**src/logic/csm_pkg.sv**
```systemverilog
// Purpose: Shared constants for the clock source and monitor control block
// Assumes: 8-bit register port, one clock at 250 MHz
// Notes: Offsets are register indices on the plain register port
package csm_pkg;

   // Register offsets
   localparam logic [2:0] OFF_CTRL = 3'h0;
   localparam logic [2:0] OFF_IRQ_STAT = 3'h1;
   localparam logic [2:0] OFF_IRQ_MASK = 3'h2;
   localparam logic [2:0] OFF_CFG = 3'h3;
   localparam logic [2:0] OFF_DCO_STAGE = 3'h4;
   localparam logic [2:0] OFF_DCO_DIV = 3'h5;

   // Control register field positions
   localparam int BIT_EXT_STABLE = 0;
   localparam int BIT_EXT_ON = 1;
   localparam int BIT_INT_STABLE = 2;
   localparam int BIT_INT_ON = 3;
   localparam int BIT_CLK_SEL = 4;
   localparam int BIT_MON_ON = 5;
   localparam int BIT_MON_FLAG = 6;
   localparam int BIT_MON_IRQ_EN = 7;

   // Interrupt status and mask field positions
   localparam int BIT_EV_FAIL = 0;
   localparam int BIT_EV_SWITCH = 1;
   localparam int NUM_EV = 2;

   // Configuration register field positions
   localparam int BIT_EXT_SLOW = 0;

   // Reset values
   localparam logic RST_INT_ON = 1'b1;
   localparam logic RST_EXT_ON = 1'b0;
   localparam logic RST_CLK_SEL = 1'b0;
   localparam logic RST_EXT_SLOW = 1'b0;
   localparam logic [7:0] RST_DCO_STAGE = 8'h80;
   localparam logic [3:0] RST_DCO_DIV = 4'h0;
   localparam logic [1:0] RST_IRQ_MASK = 2'h0;

   // Divider control saturates here
   localparam logic [3:0] DCO_DIV_MAX = 4'h9;
   localparam logic [7:0] DCO_STAGE_TOP = 8'hff;

   // Loop filter states
   typedef enum logic [2:0] {
      LF_IDLE = 3'b001,
      LF_UP = 3'b010,
      LF_DOWN = 3'b100
   } csm_lf_state_t;

endpackage

```
**src/logic/csm_sync3.sv**
```systemverilog
// Purpose: Three-stage synchroniser with agreement filter
// Assumes: Input is asynchronous to core_clk
// Notes: Output follows once stages two and three agree
`timescale 1ns/1ns
module csm_sync3 (
   input wire logic core_clk,
   input wire logic reset,
   input wire logic async_in,
   output logic sync_out
);
   logic s1_q;
   logic s2_q;
   logic s3_q;
   logic out_q;

   always_ff @(posedge core_clk) begin
      if (reset) begin
         s1_q <= 1'b0;
         s2_q <= 1'b0;
         s3_q <= 1'b0;
         out_q <= 1'b0;
      end else begin
         s1_q <= async_in;
         s2_q <= s1_q;
         s3_q <= s2_q;
         if (s2_q == s3_q) begin
            out_q <= s3_q;
         end
      end
   end

   assign sync_out = out_q;
endmodule

```
**src/logic/csm_ctrl.sv**
```systemverilog
// Purpose: Clock source enable, switch and clock monitor control
// Assumes: Analog stable and inactivity indications arrive asynchronously
// Notes: Clock muxes themselves are glitch-free cells outside this block
//
// Summary of operation
// - Source select needs target on and stable
// - Internal clock stays on while selected; a write that selects it with its on bit clear turns it off
// - External select waits for on and stable; a select written before then is dropped, not held
// - Monitor enable needs both clocks on, stable
// - Monitor interrupt enable needs monitor on
// - Monitor flag readable at bit six
// - Flag cleared by read-set then write-zero
// - Monitor stays on after stability loss
// - Failure forces selection of surviving clock
// - Oscillator period moves in discrete steps
// - Select high routes external, low internal
// - Internal clock selected during reset
//
// Our own choices: the address map and strobed register access.
`timescale 1ns/1ns
module csm_ctrl (
   input wire logic core_clk,
   input wire logic reset,
   input wire logic [2:0] reg_addr,
   input wire logic [7:0] reg_wdata,
   input wire logic reg_wr,
   input wire logic reg_rd,
   output logic [7:0] reg_rdata,
   input wire logic int_stable_raw,
   input wire logic ext_stable_raw,
   input wire logic int_off_raw,
   input wire logic ext_off_raw,
   input wire logic lf_inc,
   input wire logic lf_dec,
   output logic int_clock_en,
   output logic ext_clock_en,
   output logic osc_sel_ext,
   output logic tb_sel_ext,
   output logic monitor_en,
   output logic ext_slow_cfg,
   output logic [3:0] dco_divider_ctl,
   output logic [7:0] dco_stage_ctl,
   output logic monitor_irq,
   output logic irq
);

   // Saturating step of the coded oscillator setting
   function automatic logic [11:0] dco_step(
      input logic [3:0] div,
      input logic [7:0] stg,
      input logic up
   );
      logic [11:0] res;
      res = {div, stg};
      if (up) begin
         if (stg != csm_pkg::DCO_STAGE_TOP) begin
            res = {div, stg + 8'h01};
         end else if (div < csm_pkg::DCO_DIV_MAX) begin
            res = {div + 4'h1, 8'h00};
         end
      end else begin
         if (stg != 8'h00) begin
            res = {div, stg - 8'h01};
         end else if (div != 4'h0) begin
            res = {div - 4'h1, csm_pkg::DCO_STAGE_TOP};
         end
      end
      return res;
   endfunction

   logic int_stable_s;
   logic ext_stable_s;
   logic int_off_s;
   logic ext_off_s;

   csm_sync3 u_sync_int_stable (
      .core_clk(core_clk),
      .reset(reset),
      .async_in(int_stable_raw),
      .sync_out(int_stable_s)
   );
   csm_sync3 u_sync_ext_stable (
      .core_clk(core_clk),
      .reset(reset),
      .async_in(ext_stable_raw),
      .sync_out(ext_stable_s)
   );
   csm_sync3 u_sync_int_off (
      .core_clk(core_clk),
      .reset(reset),
      .async_in(int_off_raw),
      .sync_out(int_off_s)
   );
   csm_sync3 u_sync_ext_off (
      .core_clk(core_clk),
      .reset(reset),
      .async_in(ext_off_raw),
      .sync_out(ext_off_s)
   );

   logic int_on_q;
   logic int_on_d;
   logic ext_on_q;
   logic ext_on_d;
   logic clk_sel_q;
   logic clk_sel_d;
   logic mon_on_q;
   logic mon_on_d;
   logic mon_flag_q;
   logic mon_flag_d;
   logic mon_ie_q;
   logic mon_ie_d;
   logic flag_seen_q;
   logic flag_seen_d;
   logic tb_sel_q;
   logic fail_prev_q;
   logic ext_slow_q;
   logic [csm_pkg::NUM_EV-1:0] ev_stat_q;
   logic [csm_pkg::NUM_EV-1:0] ev_stat_d;
   logic [csm_pkg::NUM_EV-1:0] ev_mask_q;
   logic [3:0] dco_div_q;
   logic [7:0] dco_stg_q;
   logic [11:0] dco_next;
   logic [7:0] rdata_q;
   logic [7:0] rdata_d;
   csm_pkg::csm_lf_state_t lf_state_q;
   csm_pkg::csm_lf_state_t lf_state_d;

   // Address decode
   wire sel_ctrl = reg_addr == csm_pkg::OFF_CTRL;
   wire wr_ctrl = reg_wr && sel_ctrl;
   wire rd_ctrl = reg_rd && sel_ctrl;
   wire wr_stat = reg_wr && (reg_addr == csm_pkg::OFF_IRQ_STAT);
   wire wr_mask = reg_wr && (reg_addr == csm_pkg::OFF_IRQ_MASK);
   wire wr_cfg = reg_wr && (reg_addr == csm_pkg::OFF_CFG);

   // Stable indications are dropped while the source is off or idle
   wire int_stable = int_stable_s && int_on_q && !int_off_s;
   wire ext_stable = ext_stable_s && ext_on_q && !ext_off_s;

   // Inactivity only raises a failure through the monitor
   wire int_fail = mon_on_q && int_off_s && !ext_off_s;
   wire ext_fail = mon_on_q && ext_off_s && !int_off_s;
   wire any_fail = int_fail || ext_fail;
   wire fail_rise = any_fail && !fail_prev_q;

   wire [7:0] ctrl_view = {mon_ie_q, mon_flag_q, mon_on_q, clk_sel_q,
                           int_on_q, int_stable, ext_on_q, ext_stable};

   wire w_sel = reg_wdata[csm_pkg::BIT_CLK_SEL];
   wire w_int_on = reg_wdata[csm_pkg::BIT_INT_ON];
   wire w_ext_on = reg_wdata[csm_pkg::BIT_EXT_ON];
   wire w_mon_on = reg_wdata[csm_pkg::BIT_MON_ON];
   wire w_mon_ie = reg_wdata[csm_pkg::BIT_MON_IRQ_EN];
   wire w_flag = reg_wdata[csm_pkg::BIT_MON_FLAG];

   wire sel_ok = w_sel ? (ext_on_q && ext_stable) : (int_on_q && int_stable);
   wire sel_change = wr_ctrl && (w_sel != clk_sel_q) && sel_ok;

   always_comb begin
      clk_sel_d = clk_sel_q;
      if (sel_change) begin
         clk_sel_d = w_sel;
      end
      if (int_fail) begin
         clk_sel_d = 1'b1;
      end else if (ext_fail) begin
         clk_sel_d = 1'b0;
      end
   end

   always_comb begin
      int_on_d = int_on_q;
      ext_on_d = ext_on_q;
      if (wr_ctrl) begin
         int_on_d = w_int_on || !clk_sel_q;
         // Same guard for the external side keeps it on while the registered select is external
         ext_on_d = w_ext_on || clk_sel_q;
      end
   end

   always_comb begin
      mon_on_d = mon_on_q;
      mon_ie_d = mon_ie_q;
      if (wr_ctrl) begin
         if (w_mon_on && !mon_on_q) begin
            mon_on_d = int_on_q && int_stable && ext_on_q && ext_stable;
         end else if (!w_mon_on) begin
            mon_on_d = 1'b0;
         end
         if (w_mon_ie) begin
            mon_ie_d = mon_on_q || mon_ie_q;
         end else begin
            mon_ie_d = 1'b0;
         end
      end
   end

   always_comb begin
      flag_seen_d = flag_seen_q;
      mon_flag_d = mon_flag_q;
      // read finding it set arms the clear
      if (rd_ctrl && mon_flag_q) begin
         flag_seen_d = 1'b1;
      end
      if (wr_ctrl && !w_flag && flag_seen_q) begin
         mon_flag_d = 1'b0;
         flag_seen_d = 1'b0;
      end
      // A failure in the clearing cycle wins
      if (fail_rise) begin
         mon_flag_d = 1'b1;
         flag_seen_d = 1'b0;
      end
   end

   always_comb begin
      ev_stat_d = ev_stat_q;
      if (wr_stat) begin
         ev_stat_d = ev_stat_q & ~reg_wdata[csm_pkg::NUM_EV-1:0];
      end
      if (fail_rise) begin
         ev_stat_d[csm_pkg::BIT_EV_FAIL] = 1'b1;
      end
      if (clk_sel_d != clk_sel_q) begin
         ev_stat_d[csm_pkg::BIT_EV_SWITCH] = 1'b1;
      end
   end

   always_comb begin
      lf_state_d = csm_pkg::LF_IDLE;
      dco_next = {dco_div_q, dco_stg_q};
      case (lf_state_q)
         csm_pkg::LF_IDLE: begin
            if (lf_inc && !lf_dec) begin
               lf_state_d = csm_pkg::LF_UP;
            end else if (lf_dec && !lf_inc) begin
               lf_state_d = csm_pkg::LF_DOWN;
            end
         end
         csm_pkg::LF_UP: begin
            dco_next = dco_step(dco_div_q, dco_stg_q, 1'b1);
         end
         csm_pkg::LF_DOWN: begin
            dco_next = dco_step(dco_div_q, dco_stg_q, 1'b0);
         end
         default: begin
            lf_state_d = csm_pkg::LF_IDLE;
         end
      endcase
   end

   always_comb begin
      case (reg_addr)
         csm_pkg::OFF_CTRL: begin
            rdata_d = ctrl_view;
         end
         csm_pkg::OFF_IRQ_STAT: begin
            rdata_d = {6'h00, ev_stat_q};
         end
         csm_pkg::OFF_IRQ_MASK: begin
            rdata_d = {6'h00, ev_mask_q};
         end
         csm_pkg::OFF_CFG: begin
            rdata_d = {7'h00, ext_slow_q};
         end
         csm_pkg::OFF_DCO_STAGE: begin
            rdata_d = dco_stg_q;
         end
         csm_pkg::OFF_DCO_DIV: begin
            rdata_d = {4'h0, dco_div_q};
         end
         default: begin
            rdata_d = 8'h00;
         end
      endcase
      if (!reg_rd) begin
         rdata_d = 8'h00;
      end
   end

   always_ff @(posedge core_clk) begin
      if (reset) begin
         int_on_q <= csm_pkg::RST_INT_ON;
         ext_on_q <= csm_pkg::RST_EXT_ON;
         clk_sel_q <= csm_pkg::RST_CLK_SEL;
         mon_on_q <= 1'b0;
         mon_flag_q <= 1'b0;
         mon_ie_q <= 1'b0;
         flag_seen_q <= 1'b0;
      end else begin
         int_on_q <= int_on_d;
         ext_on_q <= ext_on_d;
         clk_sel_q <= clk_sel_d;
         mon_on_q <= mon_on_d;
         mon_flag_q <= mon_flag_d;
         mon_ie_q <= mon_ie_d;
         flag_seen_q <= flag_seen_d;
      end
   end

   always_ff @(posedge core_clk) begin
      if (reset) begin
         ev_stat_q <= '0;
         ev_mask_q <= csm_pkg::RST_IRQ_MASK;
         ext_slow_q <= csm_pkg::RST_EXT_SLOW;
         fail_prev_q <= 1'b0;
         rdata_q <= 8'h00;
      end else begin
         ev_stat_q <= ev_stat_d;
         if (wr_mask) begin
            ev_mask_q <= reg_wdata[csm_pkg::NUM_EV-1:0];
         end
         if (wr_cfg) begin
            ext_slow_q <= reg_wdata[csm_pkg::BIT_EXT_SLOW];
         end
         fail_prev_q <= any_fail;
         rdata_q <= rdata_d;
      end
   end

   // Timebase follows the external enable unless a failure overrides it
   always_ff @(posedge core_clk) begin
      if (reset) begin
         tb_sel_q <= 1'b0;
      end else if (int_fail) begin
         tb_sel_q <= 1'b1;
      end else if (ext_fail) begin
         tb_sel_q <= 1'b0;
      end else begin
         tb_sel_q <= ext_on_d;
      end
   end

   always_ff @(posedge core_clk) begin
      if (reset) begin
         lf_state_q <= csm_pkg::LF_IDLE;
         dco_stg_q <= csm_pkg::RST_DCO_STAGE;
         dco_div_q <= csm_pkg::RST_DCO_DIV;
      end else begin
         lf_state_q <= lf_state_d;
         dco_div_q <= dco_next[11:8];
         dco_stg_q <= dco_next[7:0];
      end
   end

   assign osc_sel_ext = clk_sel_q;
   assign tb_sel_ext = tb_sel_q;
   assign int_clock_en = int_on_q;
   assign ext_clock_en = ext_on_q;
   assign monitor_en = mon_on_q;
   assign ext_slow_cfg = ext_slow_q;
   assign dco_divider_ctl = dco_div_q;
   assign dco_stage_ctl = dco_stg_q;
   assign reg_rdata = rdata_q;
   assign monitor_irq = mon_flag_q && mon_ie_q;
   assign irq = |(ev_stat_q & ev_mask_q);

endmodule

```
**config.mk**
```make
export PLATFORM = sky130hd
export DESIGN_NAME = csm_ctrl
export DESIGN_NICKNAME = d
export VERILOG_FILES = /design/src/logic/csm_pkg.sv /design/src/logic/csm_sync3.sv /design/src/logic/csm_ctrl.sv
export SDC_FILE = /design/constraint.sdc
export NUM_CORES = 1
export LEC_CHECK = 0
export BUFFER_PORTS_ARGS = -buffer_cell sky130_fd_sc_hd__clkbuf_2
export CAP_MARGIN = 20
export CORE_ASPECT_RATIO = 1.1
export CORE_UTILIZATION = 50
export CTS_CLUSTER_DIAMETER = 40
export CTS_CLUSTER_SIZE = 28
export DETAILED_ROUTE_END_ITERATION = 16
export PLACE_DENSITY = 0.85
export SLEW_MARGIN = 20
export SYNTH_ARGS = -nofsm -noshare
export SYNTH_HDL_FRONTEND = slang
export SYNTH_HIERARCHICAL = 1
export SYNTH_SLANG_ARGS = --single-unit
```
**constraint.sdc**
```tcl
create_clock -name core_clk -period 2.2 [get_ports core_clk]
set_input_delay 0.44 -clock core_clk [delete_from_list [all_inputs] [get_ports core_clk]]
set_output_delay 0.44 -clock core_clk [all_outputs]
set_load 0.03 [all_outputs]
```
# [After elaboration in Yosys (flattened, before gate mapping)]
# Cells that the tools add are included.
[totals] register_bits=53 mem_bits_rw=0 input_bits=21 wordCells=143 n_memories=0 output_inout_bits=28 rom_bits=0 latchBits=0
[classes] mux=23 bitwise=5 n_reduce_logical=54 addsub=4 n_shift=0 mul=0 order_cmp=1 n_div=0 eq_ne=22
[ops] operator="12-bit two-way mux" count=4
[ops] operator="8-bit case mux with 6 select lines" count=1
[ops] operator="1-bit logical AND" count=27
[ops] operator="12-bit case mux with 2 select lines" count=1
[ops] operator="1-bit two-way mux" count=14
[ops] operator="3-bit by 2-bit == test with 1-bit output, second input constant" count=3
[ops] operator="3-bit == test, second input constant" count=3
[ops] operator="8-bit by 1-bit adder with 8-bit output, second input constant" count=1
[ops] operator="1-bit logical NOT" count=8
[ops] operator="2-bit != test, second input constant" count=4
[ops] operator="8-bit != test, second input constant" count=1
[ops] operator="2-bit nonzero test" count=4
[ops] operator="8-bit nonzero test" count=1
[ops] operator="8-bit by 1-bit subtractor with 8-bit output, second input constant" count=1
[ops] operator="3-bit by 1-bit == test with 1-bit output, second input constant" count=2
[ops] operator="3-bit != test, second input constant" count=2
[ops] operator="2-bit OR reduction" count=3
[ops] operator="3-bit OR reduction" count=2
[ops] operator="5-bit AND reduction" count=1
[ops] operator="4-bit by 1-bit adder with 4-bit output, second input constant" count=1
[ops] operator="2-bit bitwise AND" count=2
[ops] operator="1-bit == test" count=4
[ops] operator="1-bit logical OR" count=4
[ops] operator="4-bit less-than comparator, second input constant" count=1
[ops] operator="other kinds (11)" count=14

# [Logic depth before layout (Yosys ltp)]
# Gate-level depths: netlist (run 1).
[depth] ltp_word=10 mapped_depth=9 mapped_depth_nobuf=7

# [Hierarchy]
# Netlist (run 1), hierarchy kept.
[by_module_without_submodules] module="csm_ctrl" seq_area_each_um2=740.7 n_inst=1 cells_each=275 area_per_inst_um2=2242.2
[by_module_without_submodules] module="csm_sync3" seq_area_each_um2=80.1 n_inst=4 cells_each=10 area_per_inst_um2=112.6

# [Worst setup path before layout (run 1)]
# OpenSTA, ideal clock, no wires.
[synth_timing] path_type="reg2reg" start="register dco_stg_q[0], in the netlist dco_stage_ctl[0]" end="register dco_stg_q[7], in the netlist dco_stage_ctl[7]" period_less_slack_ns=2.526 stages_incl_launch_ff=9 n_path_buf=1 required_ns=2.080 slack_ns=-0.326 arrival_ns=2.406 setup_ns=0.120 path_cell_list="dfxtp_1 > clkbuf_1 > inv_1 > ha_1 > or3b_2 > or4b_4 > o221a_4 > or3_1 > o31a_1"
[synth_via] elab_chain_len=3 elab_cells_between_ends=10 classes_between="add/sub (2); eq/ne (3); mux (3); reduce/logical (2)"
[synth_lines] item="from (decl)" line_no="csm_ctrl.sv:122" source="logic [7:0] dco_stg_q;"
[synth_lines] item="from (signal assigned)" line_no="csm_ctrl.sv:338" source="dco_stg_q <= csm_pkg::RST_DCO_STAGE;"
[synth_lines] item="from (signal assigned)" line_no="csm_ctrl.sv:343" source="dco_stg_q <= dco_next[7:0];"
[synth_lines] item="8-bit by 1-bit subtractor with 8-bit output (tied with other cells)" line_no="csm_ctrl.sv:63" source="res = {div, stg - 8'h01};"
[synth_lines] item="12-bit two-way mux (tied with other cells)" line_no="csm_ctrl.sv:62" source="if (stg != 8'h00) begin"
[synth_lines] item="12-bit case mux with 2 select lines or 3-bit AND reduction (tied branches)"
# Several ways; a longest one is shown, not always the timed one. The select of a mux whose other input is x is not followed.
# A chain may end at the register's enable or synchronous reset.

# [Worst setup path after layout (run 1)]
# Same ends and word-level chain as after synthesis.

==> impl_metrics.csv, run 1 <==
group,metric,value,unit
floorplanning,io_pins,49,
cts,clock_path_buffers,2,
global_route,grtUsageTotal,0.242,
hold_path,min_path_type,"in2reg",
timing,setup_viol,0,
floorplanning,die-area,5680,sq um
setup_path,cp-start-kind,"flop",
power_and_ir_drop,power_frac_clock,0.328,
logic_synthesis,ys_seq_area_frac,0.394,
timing,fmaxAchievable,0.467,GHz
placed_design,gp_congestion,0.905,
logic_synthesis,yosys.area_share.xor_xnor,0.00651,
global_route,grt_pass1_wl,10700,microns
timing,timing.final.crit_share,0.974,
cells_and_area,nNetsFinal,406,
setup_path,critical_path_class,"reg2reg",
cts,cts-root-buf,"clkbuf_8",
floorplanning,die_h,79.0,microns
timing,worst_pin_slew,0.512,ns
cts,clkLatencyLatePin,0.32,ns
floorplanning,num_rows,27,
cells_and_area,fill_cells,432,
cells_and_area,antenna_cells,0,
cts,htree_levels,2,
floorplanning,die_x,72.0,microns
power_and_ir_drop,p_leak,1.29,nW
timing,setup_ws,0.0573,ns
timing,rsz0062_at_grt,"false",
power_and_ir_drop,power.internal,1.27,mW
setup_path,reg2reg_setup_slack,0.06,ns
logic_synthesis,syn_area,2690,sq um
routing,via_per_inst,5.73,
setup_path,crit_fanout,5,
cts,cts-resized-gates,0,
cts,cts_buffers,5,
logic_synthesis,ys_ff_latch,53,
routing,ant_nets,0,
logic_synthesis,ys.flop_type,"dfxtp_1",
status,status,"finished, final reports clean",
placed_design,dp.cells,441,
floorplanning,initial_core_util,0.528,
routing,wl_per_cell,14.7,microns
logic_synthesis,synth_area_leader_cell,"dfxtp_1",
setup_path,crit_path_top_delay_cell,"or4b_4",
cells_and_area,final_common_cell,"dfxtp_1",
routing,dr_total_vias,2585,
timing,clock_skew,0.0107,ns
power_and_ir_drop,p_seq_frac,0.574,
cells_and_area,synthToLayoutAreaGrowth,20.8,%
timing,hold_viol,0,
cells_and_area,finalNonFillerCells,451,
global_route,grt_pass1_vias,2347,
cts,clkSlewWorstSetupHoldPaths,0.10,ns
placed_design,hpwl,4830,microns
setup_path,arrival,2.36,ns
logic_synthesis,synth_simple_gate_area_frac,0.272,
logic_synthesis,synth_adder_area_share,0.0325,
power_and_ir_drop,power.switching,0.448,mW
setup_path,required,2.42,ns
routing,drtIter0Drc,263,
global_route,overflow,0,
global_route,antenna_found_initial,0,
logic_synthesis,synth_compound_area_frac,0.201,
cells_and_area,layout_common_cells,"dfxtp_1, clkbuf_2, a21oi_1, buf_4, nand2_1",
logic_synthesis,postSynthAreaPerCell,8.55,sq um
logic_synthesis,async_flop_share,0,
cts,cts_sinks,53,
logic_synthesis,synth_area_leaders,"dfxtp_1, a21oi_1, nand2_1, nor2_1, o21ai_1",
power_and_ir_drop,comb_power_share,0.099,
logic_synthesis,synth_fp_nets,343,
global_route,grt_max_degree,19,
logic_synthesis,synth_top_family_by_area,"simple AND/OR/NAND/NOR gates",
cells_and_area,drive_gt1_frac,0.264,
timing,maxSlewViolCount,0,
timing,period_needed,2.14,ns
cts,cts_tree,"yes",
logic_synthesis,muxShareOfSynthArea,0.0465,
placed_design,port_buffers,47,
logic_synthesis,synth_edf_count,0,
timing,slew_headroom,0.654,
run,maxCapViolCount,0,
power_and_ir_drop,p_sw_frac,0.260,
floorplanning,coreArea,5100,sq um
power_and_ir_drop,p_per_area,529,nW/um^2
placed_design,dp_slack,0.0608,ns
routing,route.detailed.drc,0,
logic_synthesis,syn-instance-count,315,
logic_synthesis,synth_top_area_share,0.394,
routing,wirelength,6640,microns
logic_synthesis,synth.distinct_cells,60,
routing,first_pass_iters,4,
setup_path,end_kind,"flop",
setup_path,crit_chain,"inv_2, ha_4, or3b_4, or4b_4, o221a_4, or3_1, o31a_1",
logic_synthesis,yosysWarnings,6,
setup_path,critical_path.max_stage_delay,0.49,ns
power_and_ir_drop,peakVddDrop,0.396,mV
[power groups by stage]
stage / sequential [mW] / clock [mW] / combinational (mW)
6_report: 0.987 / 0.565 / 0.170
5_1_grt: 0.990 / 0.604 / 0.185
4_1_cts: 0.987 / 0.574 / 0.167
3_5_place_dp: 1.01 / 0 / 0.165
3_3_place_gp: 1.01 / 0 / 0.163
2_1_floorplan: 1.02 / 0 / 0.0946
[per-layer routing]
layer	vias up	global-route usage	share of wire
met5	-	0	0
met4	0	0.102	0.015
met3	15	0.0571	0.062
met2	92	0.393	0.49
met1	1203	0.307	0.44
li1	1275	-	-
[timing repair]
action	4_1_cts	5_1_grt
buffers inserted	0	2
hold buffers	0	0
setup endpoints to repair	0	1
[flip-flops by register name, indices dropped and copies added, names as in the netlist, 2 cells and up]
name,cells
lf_state_q,3
ev_mask_q,2
ev_stat_q,2
dco_stage_ctl,8
dco_divider_ctl,4
reg_rdata,8
[layout make-up]
cell class | instances | area (sq um) | share of cell area
clock buffer | 5 | 68.8 | 0.0212
clock inverter | 3 | 21.3 | 0.00654
inverter | 9 | 33.8 | 0.0104
multi-input combinational | 234 | 1520 | 0.467
sequential | 53 | 1070 | 0.330
tap | 72 | 90.1 | 0.0277
timing repair buffer | 75 | 445 | 0.137
[logic make-up after synthesis]
logic type,count (synthesis)
and+or+nand+nor,129
buffers and inverters,28
muxes,12
DFF,53
adders and majority gates,7
xor gates and xnor gates,2
AOI/OAI and AO/OA,84
[synthesized netlist by cell type (3+ instances only)]
library cell and count:
o211ai_1 3, nand2_1 27, clkbuf_1 15, a31oi_1 6
a211oi_1 4, buf_6 3, dfxtp_1 53, inv_1 8
mux2i_1 8, nor2_1 25, mux2_1 3, nor2b_1 14
nor3b_1 5, and3b_1 3, nor4bb_1 3, nor3_1 6
a21oi_1 28, ha_1 7, o21ai_1 18, a22oi_1 3
nand3_1 7, nand2b_1 5, or3_1 4, and2_1 4
nor4_1 5
[final timing paths]
path / from / to / cells after the start
setup / recovery: dco_stage_ctl[0]$_SDFFE_PP0P_ / dco_stage_ctl[7]$_SDFFE_PP1P_ / 7
hold / removal: int_stable_raw / u_sync_int_stable/s1_q$_SDFF_PP0_ / 2
setup reg to reg: dco_stage_ctl[0]$_SDFFE_PP0P_ / dco_stage_ctl[7]$_SDFFE_PP1P_ / 7
hold reg to reg: u_sync_int_off/s1_q$_SDFF_PP0_ / u_sync_int_off/s2_q$_SDFF_PP0_ / 1
[critical path: cells and delay by family (launching register included)]
kind	cells	cell delay, ns
AND/OR/NAND/NOR	3	1.20
AO/OA/AOI/OAI	2	0.26
flip-flops	1	0.36
buffers and inverters	1	0.08
adder cells (fa/ha/maj)	1	0.15
[through the flow]
| step | power [mW] | util | area (sq um) | hold WS, ns | TNS, ns |
|---|---|---|---|---|---|
| final | 1.72 | 0.637 | 3250 | 0.330 | 0 |
| after global routing | 1.78 | 0.637 | 3250 | 0.323 | 0 |
| after CTS | 1.73 | 0.635 | 3240 | 0.322 | 0 |
| after detailed placement | 1.18 | 0.617 | 3150 | 0.428 | 0 |
| after global placement | 1.17 | 0.617 | 3150 | 0.417 | 0 |
| after floorplan | 1.12 | - | 2740 | 0.414 | -0.0700 |
No activity file was read; power rests on OpenSTA's default activity.
==> inputs of run 2 (changes only) <==
Settings changed: CORE_UTILIZATION 50 to 55, PLACE_DENSITY 0.85 to 0.88, SYNTH_HIERARCHICAL 1 to unset.
Clock period 2.2 ns to 2 ns, I/O delays scaled along.
==> run 2 against run 1 <==
Clock skew down 0.0074 ns. Critical endpoint is now dco_divider_ctl[0]$_SDFFE_PP0P_. Synthesized area up 0.23%. Highest routed layer unchanged. Setup slack worse by 0.0057 ns.
==> impl_metrics.csv, run 2 <==
group,metric,value,unit
status,status,"finished, final reports clean",
global_route,antenna_found_initial,0,
logic_synthesis,synth_top_area_share,0.393,
logic_synthesis,ys.flop_type,"dfxtp_1",
timing,hold_viol,0,
setup_path,crit_path_top_delay_cell,"dfxtp_2",
logic_synthesis,ys_seq_area_frac,0.393,
power_and_ir_drop,peakVddDrop,0.628,mV
power_and_ir_drop,p_leak,1.26,nW
routing,wl_per_cell,15.2,microns
placed_design,dpl-instance-area,3090,sq um
logic_synthesis,synth.distinct_cells,62,
cts,clkLatencyLatePin,0.32,ns
logic_synthesis,synth_fp_nets,341,
logic_synthesis,muxShareOfSynthArea,0.0380,
cells_and_area,layout_common_cells,"dfxtp_1, clkbuf_2, nor2_1",
routing,first_pass_iters,5,
routing,route.detailed.drc,0,
timing,fmaxAchievable,0.513,GHz
timing,timing.final.crit_share,0.974,
setup_path,crit_fanout,7,
cts,cts_tree,"yes",
logic_synthesis,synth_area_leaders,"dfxtp_1, nor2_1, a21oi_1, ha_1, nor2b_1",
placed_design,hpwl,4670,microns
setup_path,cp-start-kind,"flop",
setup_path,crit_chain,"inv_1, ha_1, nor4b_4, buf_4, nand3_4, a32oi_4, buf_6, xnor2_1, nor2_1",
timing,slew_headroom,0.697,
logic_synthesis,synth_top_family_by_area,"simple AND/OR/NAND/NOR gates",
timing,worst_pin_slew,0.451,ns
global_route,overflow,0,
setup_path,arrival,2.16,ns
setup_path,reg2reg_setup_slack,0.05,ns
logic_synthesis,synth_area_leader_cell,"dfxtp_1",
floorplanning,die_x,68.8,microns
logic_synthesis,synth_simple_gate_area_frac,0.281,
cts,htree_levels,2,
global_route,grt_pass1_wl,10600,microns
timing,setup_ws,0.0516,ns
logic_synthesis,syn_area,2700,sq um
cells_and_area,fill_cells,393,
routing,ant_nets,0,
placed_design,gp_congestion,0.903,
cells_and_area,antenna_cells,0,
placed_design,dp_slack,0.00169,ns
routing,drtIter0Drc,234,
setup_path,critical_path_class,"reg2reg",
floorplanning,io_pins,49,
timing,clock_skew,0.00324,ns
global_route,grtUsageTotal,0.273,
cts,clock_path_buffers,2,
setup_path,critical_path.max_stage_delay,0.37,ns
logic_synthesis,synthTopCellsByCount,"dfxtp_1, nor2_1, nand2_1",
logic_synthesis,synth_compound_area_frac,0.204,
timing,maxSlewViolCount,0,
setup_path,required,2.21,ns
global_route,grt_max_degree,23,
timing,holdWs,0.285,ns
logic_synthesis,yosysWarnings,0,
floorplanning,coreArea,4680,sq um
setup_path,end_kind,"flop",
floorplanning,num_rows,26,
floorplanning,die_h,75.5,microns
floorplanning,initial_core_util,0.576,
cells_and_area,synthToLayoutAreaGrowth,19.8,%
timing,period_needed,1.95,ns
timing,totalNegativeSetupSlack,0,ns
placed_design,dp.cells,420,
timing,setup_viol,0,
cells_and_area,final_common_cell,"dfxtp_1",
timing,rsz0062_at_grt,"true",
logic_synthesis,synth_adder_area_share,0.0325,
floorplanning,die-area,5190,sq um
logic_synthesis,synth_edf_count,0,
routing,dr_total_vias,2630,
cells_and_area,finish.instance_area,3230,sq um
cts,cts-root-buf,"clkbuf_8",
cells_and_area,fin_util,0.690,
logic_synthesis,syn-instance-count,313,
power_and_ir_drop,p_total,1.92,mW
cts,clkSlewWorstSetupHoldPaths,0.11,ns
run,maxCapViolCount,0,
logic_synthesis,ys_ff_latch,53,
logic_synthesis,async_flop_share,0,
power_and_ir_drop,p_per_area,593,nW/um^2
logic_synthesis,synth_most_common_cell,"dfxtp_1",
logic_synthesis,postSynthAreaPerCell,8.62,sq um
cells_and_area,drive_gt1_frac,0.255,
cells_and_area,finalNonFillerCells,432,
cts,cts_sinks,53,
cells_and_area,nNetsFinal,403,
logic_synthesis,yosys.area_share.xor_xnor,0.00974,
hold_path,min_path_type,"in2reg",
routing,wirelength,6580,microns
global_route,grt_pass1_vias,2334,
placed_design,port_buffers,47,
routing,via_per_inst,6.09,
cts,cts_buffers,5,
[run 2: cell count changes after synthesis, moves of 5 or more]
cell and delta:
nor2_1 +9, a21oi_1 -7, clkbuf_1 -5, o21ai_1 -10
o21ai_0 +8
[run 2: cell type report]
type,count,area (sq um),share of cell area
clock buffers,5,68.8,0.0213
clock inverters,3,28.8,0.00890
inverters,12,45.0,0.0139
multi-input cells,232,1540,0.475
flip-flops and latches,53,1070,0.330
well taps,56,70.1,0.0217
repair buffers,71,419,0.130
[run 2: layer usage]
metal  part of all wire  vias up  GRT usage
met3              0.067       22     0.0584
met5                  0        -          0
met2               0.48      122      0.435
met1               0.42     1229      0.351
met4              0.030        0      0.129
li1                   -     1257          -
[run 2: repair_timing]
item	in CTS	in global routing
setup endpoints to repair	1	12
setup buffers	1	3
pin swaps	0	1
hold endpoints to repair	0	0
gates resized for setup	0	8
hold buffers	0	0
[run 2: power breakdown]
| group | total [mW] | internal (mW) | leakage (nW) | switching [mW] |
|---|---|---|---|---|
| Combinational | 0.164 | 0.0693 | 0.775 | 0.0946 |
| Sequential | 1.09 | 1.07 | 0.431 | 0.0176 |
| Clock | 0.663 | 0.263 | 0.0506 | 0.401 |
[run 2: cell families (layout without fill, tap and decap cells)]
logic type      after synthesis  in the layout
simple gates                131            131
compound gates               81             81
flops                        53             53
buf+inv                      28             91
mux                          10             10
fa+ha+maj                     7              7
xor+xnor                      3              3
[run 2: critical path: cells and delay by family, from the launching register on]
kind            cells  cell delay (ns)
compound gates      1             0.36
xor+xnor            1             0.11
fa+ha+maj           1             0.17
buf+inv             3             0.44
flops               1             0.37
simple gates        3             0.39
[run 2: path summary, 6_finish.rpt]
path              cells past startpoint                            from                                end
hold / removal                        2                  ext_stable_raw  u_sync_ext_stable.s1_q$_SDFF_PP0_
setup / recovery                      9   dco_stage_ctl[0]$_SDFFE_PP0P_    dco_divider_ctl[0]$_SDFFE_PP0P_
setup reg to reg                      9   dco_stage_ctl[0]$_SDFFE_PP0P_    dco_divider_ctl[0]$_SDFFE_PP0P_
hold reg to reg                       1  u_sync_ext_off.s1_q$_SDFF_PP0_     u_sync_ext_off.s2_q$_SDFF_PP0_
